--- config.mk ---
export PLATFORM = sky130hd
export DESIGN_NAME = adc_ctrl
export DESIGN_NICKNAME = d
export VERILOG_FILES = /design/src/design/adc_ctrl.v
export VERILOG_INCLUDE_DIRS = /design/src /design/src/inc
export SDC_FILE = /design/constraint.sdc
export NUM_CORES = 1
export LEC_CHECK = 0
export BUFFER_PORTS_ARGS = -buffer_cell sky130_fd_sc_hd__clkbuf_2
export CAP_MARGIN = 20
export CELL_PAD_IN_SITES_DETAIL_PLACEMENT = 0
export CELL_PAD_IN_SITES_GLOBAL_PLACEMENT = 2
export CORE_MARGIN = 1.5
export CORE_UTILIZATION = 38
export CTS_BUF_LIST = sky130_fd_sc_hd__clkbuf_4 sky130_fd_sc_hd__clkbuf_8
export DETAILED_ROUTE_END_ITERATION = 6
export GPL_TIMING_DRIVEN = 1
export HOLD_SLACK_MARGIN = 0.1
export PLACE_DENSITY_LB_ADDON = 0.08
export SYNTH_ARGS = -nofsm -noshare
export SYNTH_HDL_FRONTEND = slang
export SYNTH_SLANG_ARGS = --single-unit
--- constraint.sdc ---
create_clock -name clk -period 4.62 [get_ports clk]
set_input_delay 0.924 -clock clk [delete_from_list [all_inputs] [get_ports clk]]
set_output_delay 0.924 -clock clk [all_outputs]
set_load 0.02 [all_outputs]
--- src/inc/adc_ctrl_map.vh ---
// Register offsets, field positions, reset values and timing counts for the converter control block.
// Included by the design file by bare name; definitions only.
`ifndef ADC_CTRL_MAP_VH
`define ADC_CTRL_MAP_VH
`define ADDR_CHANNEL_SELECT 3'h0
`define ADDR_CONTROL_STATUS 3'h1
`define ADDR_RESULT_LOW     3'h2
`define ADDR_RESULT_HIGH    3'h3
`define ADDR_TRIGGER_SOURCE 3'h4
`define CHSEL_RESET         8'h00
`define CSRA_RESET          8'h00
`define TRIG_RESET          3'h0
`define BIT_ENABLE          7
`define BIT_START           6
`define BIT_AUTO_TRIG       5
`define BIT_DONE_FLAG       4
`define BIT_IRQ_EN          3
`define BIT_LEFT_ALIGN      5
`define REF_EXT_PIN         2'h0
`define REF_SUPPLY          2'h1
`define REF_RESERVED        2'h2
`define REF_INTERNAL        2'h3
`define CH_BANDGAP          5'h1e
`define CH_GROUND           5'h1f
`define CH_DIFF_FIRST       5'h08
`define GAIN_1X             2'h0
`define GAIN_10X            2'h1
`define GAIN_200X           2'h2
`define CONV_FIRST_CYCLES   5'd25
`define CONV_NORMAL_CYCLES  5'd13
`define TRIG_FREE_RUN       3'h0
`endif

--- src/design/adc_ctrl.v ---
// Channel select and control/status registers of the on-chip 10-bit converter, with prescaler and sequencer.
// Assumes a single-cycle register port, a conversion core that returns a result on conv_result_in,
// and trigger sources from logic on the same clock.
//
// Decided for this implementation: the register offsets and strobed register access.
`timescale 1ns/1ps
`default_nettype none
`include "adc_ctrl_map.vh"
module adc_ctrl (
   input  wire       clk,
   input  wire       rst,
   input  wire [2:0] addr,
   input  wire [7:0] wdata,
   input  wire       wr,
   input  wire       rd,
   output reg  [7:0] rdata,
   input  wire       global_irq_en,
   input  wire       irq_vector_ack,
   input  wire [6:0] trigger_in,
   input  wire [9:0] conv_result_in,
   output reg        conv_power_on,
   output reg        conv_clk_en,
   output reg        conv_sample,
   output reg        conv_init,
   output reg  [1:0] reference_sel,
   output reg  [4:0] channel_sel,
   output reg  [2:0] pos_input,
   output reg  [2:0] neg_input,
   output reg        diff_mode,
   output reg  [1:0] gain_sel,
   output reg        irq_req
);
   localparam S_OFF  = 3'b001;
   localparam S_IDLE = 3'b010;
   localparam S_BUSY = 3'b100;

   reg [7:0] chsel_ff;
   reg [7:0] csra_ff;
   reg [2:0] trig_src_ff;
   reg [2:0] state_ff;
   reg       first_ff;
   reg [4:0] cyc_ff;
   reg [6:0] div_ff;
   reg [9:0] result_ff;
   reg       locked_ff;
   reg       pend_ff;
   reg       trig_prev_ff;
   reg [7:0] nxt_rdata;
   reg [2:0] nxt_state;

   // Gain code for a differential channel code.
   function [1:0] gain_of;
      input [4:0] c;
      begin
         if (c[4])
            gain_of = `GAIN_1X;
         else if (c[1])
            gain_of = `GAIN_200X;
         else
            gain_of = `GAIN_10X;
      end
   endfunction

   // Routing for a channel code, packed as {diff, gain, positive input, negative input}.
   // Spelled out code by code so each row can be held against the channel table.
   function [8:0] route_of;
      input [4:0] c;
      begin
         case (c)
            5'h00:   route_of = {1'b0, `GAIN_1X, 3'h0, 3'h0};
            5'h01:   route_of = {1'b0, `GAIN_1X, 3'h1, 3'h0};
            5'h02:   route_of = {1'b0, `GAIN_1X, 3'h2, 3'h0};
            5'h03:   route_of = {1'b0, `GAIN_1X, 3'h3, 3'h0};
            5'h04:   route_of = {1'b0, `GAIN_1X, 3'h4, 3'h0};
            5'h05:   route_of = {1'b0, `GAIN_1X, 3'h5, 3'h0};
            5'h06:   route_of = {1'b0, `GAIN_1X, 3'h6, 3'h0};
            5'h07:   route_of = {1'b0, `GAIN_1X, 3'h7, 3'h0};
            5'h08:   route_of = {1'b1, gain_of(c), 3'h0, 3'h0};
            5'h09:   route_of = {1'b1, gain_of(c), 3'h1, 3'h0};
            5'h0a:   route_of = {1'b1, gain_of(c), 3'h0, 3'h0};
            5'h0b:   route_of = {1'b1, gain_of(c), 3'h1, 3'h0};
            5'h0c:   route_of = {1'b1, gain_of(c), 3'h2, 3'h2};
            5'h0d:   route_of = {1'b1, gain_of(c), 3'h3, 3'h2};
            5'h0e:   route_of = {1'b1, gain_of(c), 3'h2, 3'h2};
            5'h0f:   route_of = {1'b1, gain_of(c), 3'h3, 3'h2};
            5'h10:   route_of = {1'b1, gain_of(c), 3'h0, 3'h1};
            5'h11:   route_of = {1'b1, gain_of(c), 3'h1, 3'h1};
            5'h12:   route_of = {1'b1, gain_of(c), 3'h2, 3'h1};
            5'h13:   route_of = {1'b1, gain_of(c), 3'h3, 3'h1};
            5'h14:   route_of = {1'b1, gain_of(c), 3'h4, 3'h1};
            5'h15:   route_of = {1'b1, gain_of(c), 3'h5, 3'h1};
            5'h16:   route_of = {1'b1, gain_of(c), 3'h6, 3'h1};
            5'h17:   route_of = {1'b1, gain_of(c), 3'h7, 3'h1};
            5'h18:   route_of = {1'b1, gain_of(c), 3'h0, 3'h2};
            5'h19:   route_of = {1'b1, gain_of(c), 3'h1, 3'h2};
            5'h1a:   route_of = {1'b1, gain_of(c), 3'h2, 3'h2};
            5'h1b:   route_of = {1'b1, gain_of(c), 3'h3, 3'h2};
            5'h1c:   route_of = {1'b1, gain_of(c), 3'h4, 3'h2};
            5'h1d:   route_of = {1'b1, gain_of(c), 3'h5, 3'h2};
            // Bandgap and ground have no pin; the core sees them through channel_sel.
            default: route_of = {1'b0, `GAIN_1X, 3'h0, 3'h0};
         endcase
      end
   endfunction

   // Divider bits that must all be one for a converter tick; codes 0 and 1 both divide by 2.
   function [6:0] div_mask_of;
      input [2:0] code;
      begin
         case (code)
            3'h0:    div_mask_of = 7'h01;
            3'h1:    div_mask_of = 7'h01;
            3'h2:    div_mask_of = 7'h03;
            3'h3:    div_mask_of = 7'h07;
            3'h4:    div_mask_of = 7'h0f;
            3'h5:    div_mask_of = 7'h1f;
            3'h6:    div_mask_of = 7'h3f;
            3'h7:    div_mask_of = 7'h7f;
            default: div_mask_of = 7'h01;
         endcase
      end
   endfunction

   wire wr_chsel = wr && (addr == `ADDR_CHANNEL_SELECT);
   wire wr_csra  = wr && (addr == `ADDR_CONTROL_STATUS);
   wire en       = csra_ff[`BIT_ENABLE];
   wire en_next  = wr_csra ? wdata[`BIT_ENABLE] : en;

   wire [6:0] div_mask = div_mask_of(csra_ff[2:0]);
   // The divider runs free while enabled, so the first tick of a conversion may come up to one period early.
   wire       tick     = en && ((div_ff & div_mask) == div_mask);

   wire [4:0] conv_len = first_ff ? `CONV_FIRST_CYCLES : `CONV_NORMAL_CYCLES;
   wire       finish   = (state_ff == S_BUSY) && tick && (cyc_ff == conv_len - 5'd1);

   wire trig_sel = (trig_src_ff == `TRIG_FREE_RUN) ? 1'b0 : trigger_in[trig_src_ff - 3'h1];
   wire trig_edge = csra_ff[`BIT_AUTO_TRIG] && trig_sel && !trig_prev_ff;
   wire free_run  = csra_ff[`BIT_AUTO_TRIG] && (trig_src_ff == `TRIG_FREE_RUN);
   wire sw_start  = wr_csra && wdata[`BIT_START] && wdata[`BIT_ENABLE];
   // A start is taken only while the converter stays enabled, so a trigger meeting a disabling write is dropped.
   wire go = en_next &&
             ((state_ff == S_IDLE && (sw_start || trig_edge)) || (state_ff == S_OFF && sw_start) ||
              (finish && free_run));

   always @* begin
      nxt_state = state_ff;
      case (state_ff)
         S_OFF: begin
            if (sw_start)
               nxt_state = S_BUSY;
            else if (en_next)
               nxt_state = S_IDLE;
            else
               nxt_state = S_OFF;
         end
         S_IDLE: begin
            if (!en_next)
               nxt_state = S_OFF;
            else if (go)
               nxt_state = S_BUSY;
            else
               nxt_state = S_IDLE;
         end
         S_BUSY: begin
            // Clearing the enable aborts a running conversion without setting the done flag, unless the clear meets the finishing tick.
            if (!en_next)
               nxt_state = S_OFF;
            else if (finish && !go)
               nxt_state = S_IDLE;
            else
               nxt_state = S_BUSY;
         end
         default: nxt_state = S_OFF;
      endcase
   end

   always @(posedge clk) begin
      if (rst) begin
         state_ff <= S_OFF;
         first_ff <= 1'b1;
         cyc_ff <= 5'd0;
         div_ff <= 7'h00;
      end else begin
         state_ff <= nxt_state;
         div_ff <= (en && state_ff != S_OFF) ? div_ff + 7'h01 : 7'h00;
         if (!en_next)
            first_ff <= 1'b1;
         else if (finish)
            first_ff <= 1'b0;
         if (nxt_state == S_BUSY && (state_ff != S_BUSY || finish))
            cyc_ff <= 5'd0;
         else if (state_ff == S_BUSY && tick)
            cyc_ff <= cyc_ff + 5'd1;
      end
   end

   // Registers and status.
   always @(posedge clk) begin
      if (rst) begin
         chsel_ff <= `CHSEL_RESET;
         csra_ff <= `CSRA_RESET;
         trig_src_ff <= `TRIG_RESET;
         result_ff <= 10'h000;
         locked_ff <= 1'b0;
         pend_ff <= 1'b0;
         trig_prev_ff <= 1'b0;
      end else begin
         trig_prev_ff <= trig_sel;
         if (wr_chsel)
            chsel_ff <= wdata;
         if (wr && addr == `ADDR_TRIGGER_SOURCE)
            trig_src_ff <= wdata[2:0];
         if (wr_csra) begin
            csra_ff[7] <= wdata[7];
            csra_ff[5] <= wdata[5];
            csra_ff[3:0] <= wdata[3:0];
         end
         csra_ff[`BIT_START] <= (nxt_state == S_BUSY);
         if (rd && addr == `ADDR_RESULT_LOW)
            locked_ff <= 1'b1;
         else if (rd && addr == `ADDR_RESULT_HIGH)
            locked_ff <= 1'b0;
         // A finished result waiting on the lock is committed once the high byte is read.
         if (finish)
            pend_ff <= 1'b1;
         if ((finish || pend_ff) && !locked_ff) begin
            result_ff <= conv_result_in;
            pend_ff <= 1'b0;
         end
         if (finish)
            csra_ff[`BIT_DONE_FLAG] <= 1'b1;
         else if (irq_vector_ack || (wr_csra && wdata[`BIT_DONE_FLAG]))
            csra_ff[`BIT_DONE_FLAG] <= 1'b0;
      end
   end

   // The write that meets a start may carry a new selection, so the bus value is taken directly then.
   wire [1:0] sel_ref   = wr_chsel ? wdata[7:6] : chsel_ff[7:6];
   wire [4:0] sel_chan  = wr_chsel ? wdata[4:0] : chsel_ff[4:0];
   wire [8:0] sel_route = route_of(sel_chan);

   // Analog selection is latched at conversion start so mid-conversion writes wait.
   always @(posedge clk) begin
      if (rst) begin
         reference_sel <= `REF_EXT_PIN;
         channel_sel <= 5'h00;
         pos_input <= 3'h0;
         neg_input <= 3'h0;
         diff_mode <= 1'b0;
         gain_sel <= `GAIN_1X;
      end else if (go) begin
         reference_sel <= sel_ref;
         channel_sel <= sel_chan;
         diff_mode <= sel_route[8];
         gain_sel <= sel_route[7:6];
         pos_input <= sel_route[5:3];
         neg_input <= sel_route[2:0];
      end
   end

   always @* begin
      nxt_rdata = 8'h00;
      case (addr)
         `ADDR_CHANNEL_SELECT: nxt_rdata = chsel_ff;
         `ADDR_CONTROL_STATUS: nxt_rdata = csra_ff;
         `ADDR_RESULT_LOW:     nxt_rdata = chsel_ff[`BIT_LEFT_ALIGN] ? {result_ff[1:0], 6'h00} : result_ff[7:0];
         `ADDR_RESULT_HIGH:    nxt_rdata = chsel_ff[`BIT_LEFT_ALIGN] ? result_ff[9:2] : {6'h00, result_ff[9:8]};
         `ADDR_TRIGGER_SOURCE: nxt_rdata = {5'h00, trig_src_ff};
         default:              nxt_rdata = 8'h00;
      endcase
   end

   always @(posedge clk) begin
      if (rst) begin
         rdata <= 8'h00;
         irq_req <= 1'b0;
         conv_power_on <= 1'b0;
         conv_clk_en <= 1'b0;
         conv_sample <= 1'b0;
         conv_init <= 1'b0;
      end else begin
         rdata <= rd ? nxt_rdata : 8'h00;
         irq_req <= csra_ff[`BIT_DONE_FLAG] && csra_ff[`BIT_IRQ_EN] && global_irq_en;
         conv_power_on <= en_next;
         conv_clk_en <= tick && state_ff == S_BUSY && en_next;
         conv_sample <= go;
         conv_init <= go && (first_ff || state_ff == S_OFF);
      end
   end
endmodule // adc_ctrl
`default_nettype wire

; ---- Yosys cells after proc, flatten, opt, wreduce, memory -nomap -nowiden
; Memories as Yosys holds them, arrays and structs flattened. A register that Yosys moved wholly into a read port is not among the register bits.
; Index checks and enable logic that the tools add are counted.
[totals]
mem_bits_rw = 0
ff_bits = 77
output_inout_bits = 29
n_memories = 1
latch_bits = 0
wordCells = 151
mem_bits_ro = 48
in_bits = 34
[memory_table]
columns = memory, words, word_bits, rd, rd_ports_with_merged_regs, write_ports, line_no
row1 = (no name shown), 8, 6, 1, 1, 0, adc_ctrl.v:110  ; case (code)
[op_classes]
reduce_logical = 49
div_mod_pow = 0
muxes = 26
addsub = 4
bitwise_logic = 4
n_mul = 0
eq_ne = 41
magnitude_cmp = 1
n_shift = 0
[op_table]
columns = op, n
row1 = one-hot mux 9 bit (23 select lines), 1
row2 = "equality test 5 bit, second input constant", 14
row3 = "equality test 5 x 4 -> 1 bit, second input constant", 8
row4 = one-hot mux 8 bit (5 select lines), 1
row5 = logical AND 1 bit, 26
row6 = 2-to-1 mux 3 bit, 7
row7 = "equality test 5 x 3 -> 1 bit, second input constant", 4
row8 = 2-to-1 mux 8 bit, 2
row9 = OR reduction 2 bit, 7
row10 = "equality test 5 x 2 -> 1 bit, second input constant", 2
row11 = 2-to-1 mux 5 bit, 2
row12 = "equality test 3 x 2 -> 1 bit, second input constant", 3
row13 = "equality test 3 bit, second input constant", 3
row14 = one-hot mux 3 bit (3 select lines), 1
row15 = 2-to-1 mux 2 bit, 4
row16 = "adder 7 x 1 -> 7 bit, second input constant", 1
row17 = AND 7 bit, 1
row18 = equality test 7 bit, 1
row19 = logical OR 1 bit, 7
row20 = 2-to-1 mux 1 bit, 7
row21 = "equality test 3 x 1 -> 1 bit, second input constant", 2
row22 = logical NOT 3 bit, 2
row23 = OR reduction 3 bit, 2
row24 = "adder 5 x 1 -> 5 bit, second input constant", 1
row25 = other kinds (11), 16

; ---- Depth between registers and ports, before layout
[logic_depth]
word_depth = 19
ltp_mapped = 11
depth_no_buf = 9

; ---- Worst setup path before layout
; OpenSTA, ideal clock, no wires.
[synth_timing]
kind = input to register
start = in addr[2]
end = reg pos_input[1]
path_buffers = 2
setup_time_ps = 78
cell_stages = 7
t_arrival_ps = 2535
slack_ps = 2007
required_time_ps = 4542
cell_sequence = buf_6 nor4b_2 buf_2 mux2i_1 a21oi_1 o221a_2 nor3_1
[synth_between]
elab_chain_cells = 9
elab_cells_between_ends = 48
cone_classes = 30 x eq/ne / 3 x mux / 15 x reduce/logical
[synth_lines]
columns = element, line_no
row1 = "start, declared", adc_ctrl.v:12  ; input wire [2:0] addr,
row2 = branches (longest 9 deep; another with one-hot mux 9 bit (23 select lines)), n/a
row3 = "end signal, assigned", adc_ctrl.v:256  ; pos_input <= sel_route[5:3];
row4 = "end, declared", adc_ctrl.v:27  ; output reg [2:0] pos_input,
; Several ways; the timed one is not identified.
; A chain may end at the register's enable or synchronous reset.

; ---- Worst setup path in the final report
[layout_timing]
start = in addr[0]
end = reg pos_input[1]
; The elaborated chain is that of the path after synthesis.

==> results_tabular.tex <==
\begin{tabular}{lr}
\hline
Metric & Value \\
\hline
\multicolumn{2}{l}{\textbf{Synth}} \\
\quad Post-Synthesis Mean Instance Area & $\sim$9 um\^{}2 \\
\quad Number of instances in the synthesized netlist & about 400 \\
\quad Most frequently used flop master after synthesis & sky130\_fd\_sc\_hd\_\_dfxtp\_1 \\
\quad Share of flip-flops with an asynchronous set or reset & 0\% \\
\quad Total nets after synthesis & 436 \\
\quad Sequential-to-total area share from yosys stat & 45.4\% \\
\quad Synth warn & 0 \\
\quad Syn Std Cell Area & 0.00357 mm\^{}2 \\
\quad Number of synthesized register bits & 81 \\
\quad Post-synth cell types & 50 \\
\quad Number of flops mapped to enable cells by yosys & 0 \\
\multicolumn{2}{l}{\textbf{STA}} \\
\quad Share of the clock period used by the worst path & between 60\% and 70\% \\
\quad Final count of hold timing violations & 0 \\
\quad Total count of max-transition violations in the final report & 0 \\
\quad Highest clock frequency the design can meet & 347 MHz \\
\quad Clock tree skew after final layout & 0.00745 ns \\
\quad Worst Max-Slew Pin Slew & 0.795 ns \\
\quad Final period demand of the worst path & $\sim$2.9 ns \\
\quad Worst hold margin & 0.456 ns \\
\quad Setup TNS after final layout & 0 ns \\
\quad Setup repair after global routing missed its margin & false \\
\quad Count of final setup violators & 0 \\
\quad Slew headroom & $\sim$47\% \\
\multicolumn{2}{l}{\textbf{Drt}} \\
\quad Routed via count divided by cell count & 5.01 \\
\quad Via count & 2837 \\
\quad Violation count after the first detailed-routing iteration & 101 \\
\quad Number of design rule violations left after detail routing & 0 \\
\quad WL per Instance & 14.6 um \\
\quad Drt total wl & roughly 8300 um \\
\quad Detail Route Antenna Nets & 0 \\
\quad DR pass1 iterations & 4 \\
\multicolumn{2}{l}{\textbf{Cells and area}} \\
\quad Number of nets in the final layout & 489 \\
\quad Share of final-layout standard cells stronger than drive strength 1 & 20.2\% \\
\quad Area taken by flip-flops and latches & 0.00162 mm\^{}2 \\
\quad Layout fillers & 927 \\
\quad Total inserted antenna cells & 0 \\
\quad Area Overhead vs Synth & 16.7\% \\
\quad Most frequent standard cell in the layout excluding fill and tap cells & sky130\_fd\_sc\_hd\_\_dfxtp\_1 \\
\quad Area of the multi-input gates & 0.00176 mm\^{}2 \\
\quad Most used cells in the layout excluding fill and tap cells & 81 x sky130\_fd\_sc\_hd\_\_dfxtp\_1, 65 x sky130\_fd\_sc\_hd\_\_nor2\_1, 61 x sky130\_fd\_sc\_hd\_\_clkbuf\_2 \\
\multicolumn{2}{l}{\textbf{Global route}} \\
\quad Combined global-route utilization of all metal layers & 18.2\% \\
\quad Grt ovf & 0 \\
\quad Antenna violations before repair & 0 \\
\quad Number of global-route vias before repair & around 2800 \\
\quad Pin count of the biggest net entering global routing & 39 \\
\quad Wire length of the first global-routing pass & 14200 um \\
\multicolumn{2}{l}{\textbf{Setup path}} \\
\quad Number of buffers and inverters on the critical path & 2 \\
\quad Cell chain of the critical path & clkbuf\_2, and4bb\_1, mux2i\_2, or2\_1, o221ai\_2, buf\_4, o221a\_2, nor3\_1 \\
\quad Required time at the endpoint of the critical path & $\sim$4.9 ns \\
\quad CP max stage delay & 0.57 ns \\
\quad Classification of the worst setup path & input port to flip-flop \\
\quad End of the worst register-to-register path & pos\_input[1]\$\_SDFFE\_PP0P\_ \\
\quad Maximum fanout encountered on the critical timing path & 28 \\
\quad Crit path max-delay family & simple AND/OR/NAND/NOR gates \\
\quad CP Capture Type & flip-flop \\
\quad Kind of start point of the critical path & input port \\
\quad Master of the slowest instance on the critical path & sky130\_fd\_sc\_hd\_\_and4bb\_1 \\
\quad Arrival time reported for the critical path endpoint & 3.11 ns \\
\quad Setup slack on the worst flop-to-flop path & 1.94 ns \\
\quad Depth of the worst register-to-register path & 10 \\
\quad Worst reg2reg path startpoint & trig\_src\_ff[0]\$\_SDFFE\_PP0P\_ \\
\multicolumn{2}{l}{\textbf{Floorplanning}} \\
\quad Die area & 0.00999 mm\^{}2 \\
\quad Number of standard-cell rows in the floorplan & 35 \\
\quad Horiz. Die Dim & 100 um \\
\quad Placeable core region & 0.00920 mm\^{}2 \\
\quad Overall die height & around 100 um \\
\quad Initial core utilization & 38.8\% \\
\quad Number of top-level design ports & 63 \\
\multicolumn{2}{l}{\textbf{Clocking}} \\
\quad H-Tree Depth & 3 \\
\quad Clock slew at reported path FFs & about 0.08 ns \\
\quad Root buffer selected by CTS & sky130\_fd\_sc\_hd\_\_clkbuf\_8 \\
\quad Postcts setup bufs & 0 \\
\quad Insertion delay of the later-clocked pin in the worst-skew pair & 0.35 ns \\
\quad TritonCTS clock tree & built \\
\quad Maximum root-to-sink buffer count & 2 \\
\quad Clock buffer count from CTS & 9 \\
\quad Sink Count & 81 \\
\quad Hold Buf Count CTS & 0 \\
\quad Count of instances resized after the clock tree is built & 0 \\
\multicolumn{2}{l}{\textbf{Job}} \\
\quad Max-cap check violation count & 0 \\
\multicolumn{2}{l}{\textbf{Place}} \\
\quad Count of input and output buffers & 61 \\
\quad Placer congestion estimate & 0.773 \\
\quad Half-perimeter wire length after placement & 6060 um \\
\multicolumn{2}{l}{\textbf{Power and ir drop}} \\
\quad Worst-case vdd ir drop & 0.000133 V \\
\quad Static leakage & roughly 1.6 nW \\
\quad Total power divided by cell area & about 340 mW/mm\^{}2 \\
\multicolumn{2}{l}{\textbf{Min path}} \\
\quad Worst hold stages & 2 \\
\quad Startpoint of the worst hold path & pend\_ff\$\_SDFFE\_PP0P\_ \\
\quad Hold endpoint & pend\_ff\$\_SDFFE\_PP0P\_ \\
\quad Worst min-delay path category & flip-flop to flip-flop \\
\multicolumn{2}{l}{\textbf{Status}} \\
\quad Run status & completed \\
\hline
\end{tabular}
[power breakdown]
part / switching, mW / internal [mW] / leakage (nW)
combinational: 0.0468 / 0.0286 / 0.866
clock: 0.254 / 0.379 / 0.123
sequential: 0.00469 / 0.703 / 0.653
[layout make-up]
type | instances | share of cell area (%)
inverters | 17 | 1.53
clock buffers | 11 | 3.48
well taps | 111 | 3.33
multi-input cells | 276 | 42.2
flip-flops and latches | 81 | 38.9
repair buffers | 65 | 8.05
clock inverters | 5 | 2.46
[worst max path at each step]
stage                     startpoint                           to  slack, ns  depth (start not counted)
after floorplan              addr[2]    pos_input[1]$_SDFFE_PP0P_       2.01                          7
after global placement       addr[0]    pos_input[1]$_SDFFE_PP0P_       1.43                          8
after detailed placement     addr[0]  channel_sel[4]$_SDFFE_PP0P_       1.39                          8
after CTS                    addr[0]    pos_input[1]$_SDFFE_PP0P_       1.75                          8
after global routing         addr[0]        csra_ff[6]$_SDFF_PP0_       1.49                          8
final                        addr[0]    pos_input[1]$_SDFFE_PP0P_       1.74                          8
[cell usage after synthesis (2+ instances only)]
master                     instances  area, um^2
sky130_fd_sc_hd__nor2_1           65         244
sky130_fd_sc_hd__a31oi_1           2        12.5
sky130_fd_sc_hd__a22oi_1           4        30.0
sky130_fd_sc_hd__a311oi_1          4        35.0
sky130_fd_sc_hd__mux2_2            3        33.8
sky130_fd_sc_hd__nand2_1          22        82.6
sky130_fd_sc_hd__buf_2             2        10.0
sky130_fd_sc_hd__ha_1              5        62.6
sky130_fd_sc_hd__buf_4             2        15.0
sky130_fd_sc_hd__nor2b_1           5        31.3
sky130_fd_sc_hd__and3b_1           2        17.5
sky130_fd_sc_hd__a211oi_1          9        67.6
sky130_fd_sc_hd__buf_6             4        45.0
sky130_fd_sc_hd__xnor2_1           5        43.8
sky130_fd_sc_hd__nand3_1          11        55.1
sky130_fd_sc_hd__mux2i_1          39         390
sky130_fd_sc_hd__dfxtp_1          81        1620
sky130_fd_sc_hd__and3_1            7        43.8
sky130_fd_sc_hd__and4_1            3        26.3
sky130_fd_sc_hd__xor2_1            5        43.8
sky130_fd_sc_hd__o21ai_0          10        50.1
sky130_fd_sc_hd__nand2b_1         12        75.1
sky130_fd_sc_hd__a21oi_1          18        90.1
sky130_fd_sc_hd__or2_1             2        12.5
sky130_fd_sc_hd__o21ai_1           5        25.0
sky130_fd_sc_hd__nand3b_1          2        15.0
sky130_fd_sc_hd__nor3_1            9        45.0
sky130_fd_sc_hd__and2_1            2        12.5
sky130_fd_sc_hd__nor4_1            3        18.8
sky130_fd_sc_hd__clkbuf_1         15        56.3
sky130_fd_sc_hd__inv_1            16        60.1
sky130_fd_sc_hd__nor3b_1           2        15.0
sky130_fd_sc_hd__nand4_1           4        25.0
[worst register-to-register path: stages, from the launching register on]
cell                       delay [ns]
sky130_fd_sc_hd__dfxtp_1         0.40
sky130_fd_sc_hd__inv_1           0.11
sky130_fd_sc_hd__ha_1            0.21
sky130_fd_sc_hd__ha_1            0.32
sky130_fd_sc_hd__a211oi_1        0.06
sky130_fd_sc_hd__a311oi_1        0.32
sky130_fd_sc_hd__nand4_1         0.26
sky130_fd_sc_hd__o221ai_2        0.23
sky130_fd_sc_hd__buf_4           0.34
sky130_fd_sc_hd__o221a_2         0.26
sky130_fd_sc_hd__nor3_1          0.04
[sequential cells by signal (all words and copies together), names as in the netlist, 3 cells and up]
signal and count:
channel_sel 5, chsel_ff 8, csra_ff 8, cyc_ff 5, div_ff 7, div_mask 6, pos_input 3, rdata 8
result_ff 10, state_ff 3, trig_src_ff 3
[per-stage QoR]
step	instance area, um^2	setup WS, ns	utilization (%)	total power [mW]	instances
after floorplan	3570	2.01	-	0.771	397
after global placement	3920	1.43	42.6	0.800	550
after detailed placement	3920	1.39	42.6	0.800	550
after CTS	4170	1.75	45.3	1.43	566
after global routing	4170	1.49	45.3	1.48	566
final	4170	1.74	45.3	1.42	566
[routing by layer]
layer / wire, um / part of all wire, % / track usage, % / vias up
met4: 104 / 1.3 / 7.48 / 0
li1: - / - / - / 1479
met1: 4500 / 54 / 26.6 / 1290
met3: 272 / 3.3 / 2.92 / 10
met5: 0 / 0 / 0 / -
met2: 3390 / 41 / 26.6 / 58
[cell families after synthesis]
kind of cell               after synthesis  synth area share [%]
muxes                                   43                  12.3
adders and majority gates                5                  1.75
buffers and inverters                   40                  5.32
AOI/OAI and AO/OA                       61                  11.1
and+or+nand+nor                        156                  21.6
other                                    1                 0.105
DFF                                     81                  45.4
xor gates and xnor gates                10                  2.45
(Power assumes the default switching activity.)
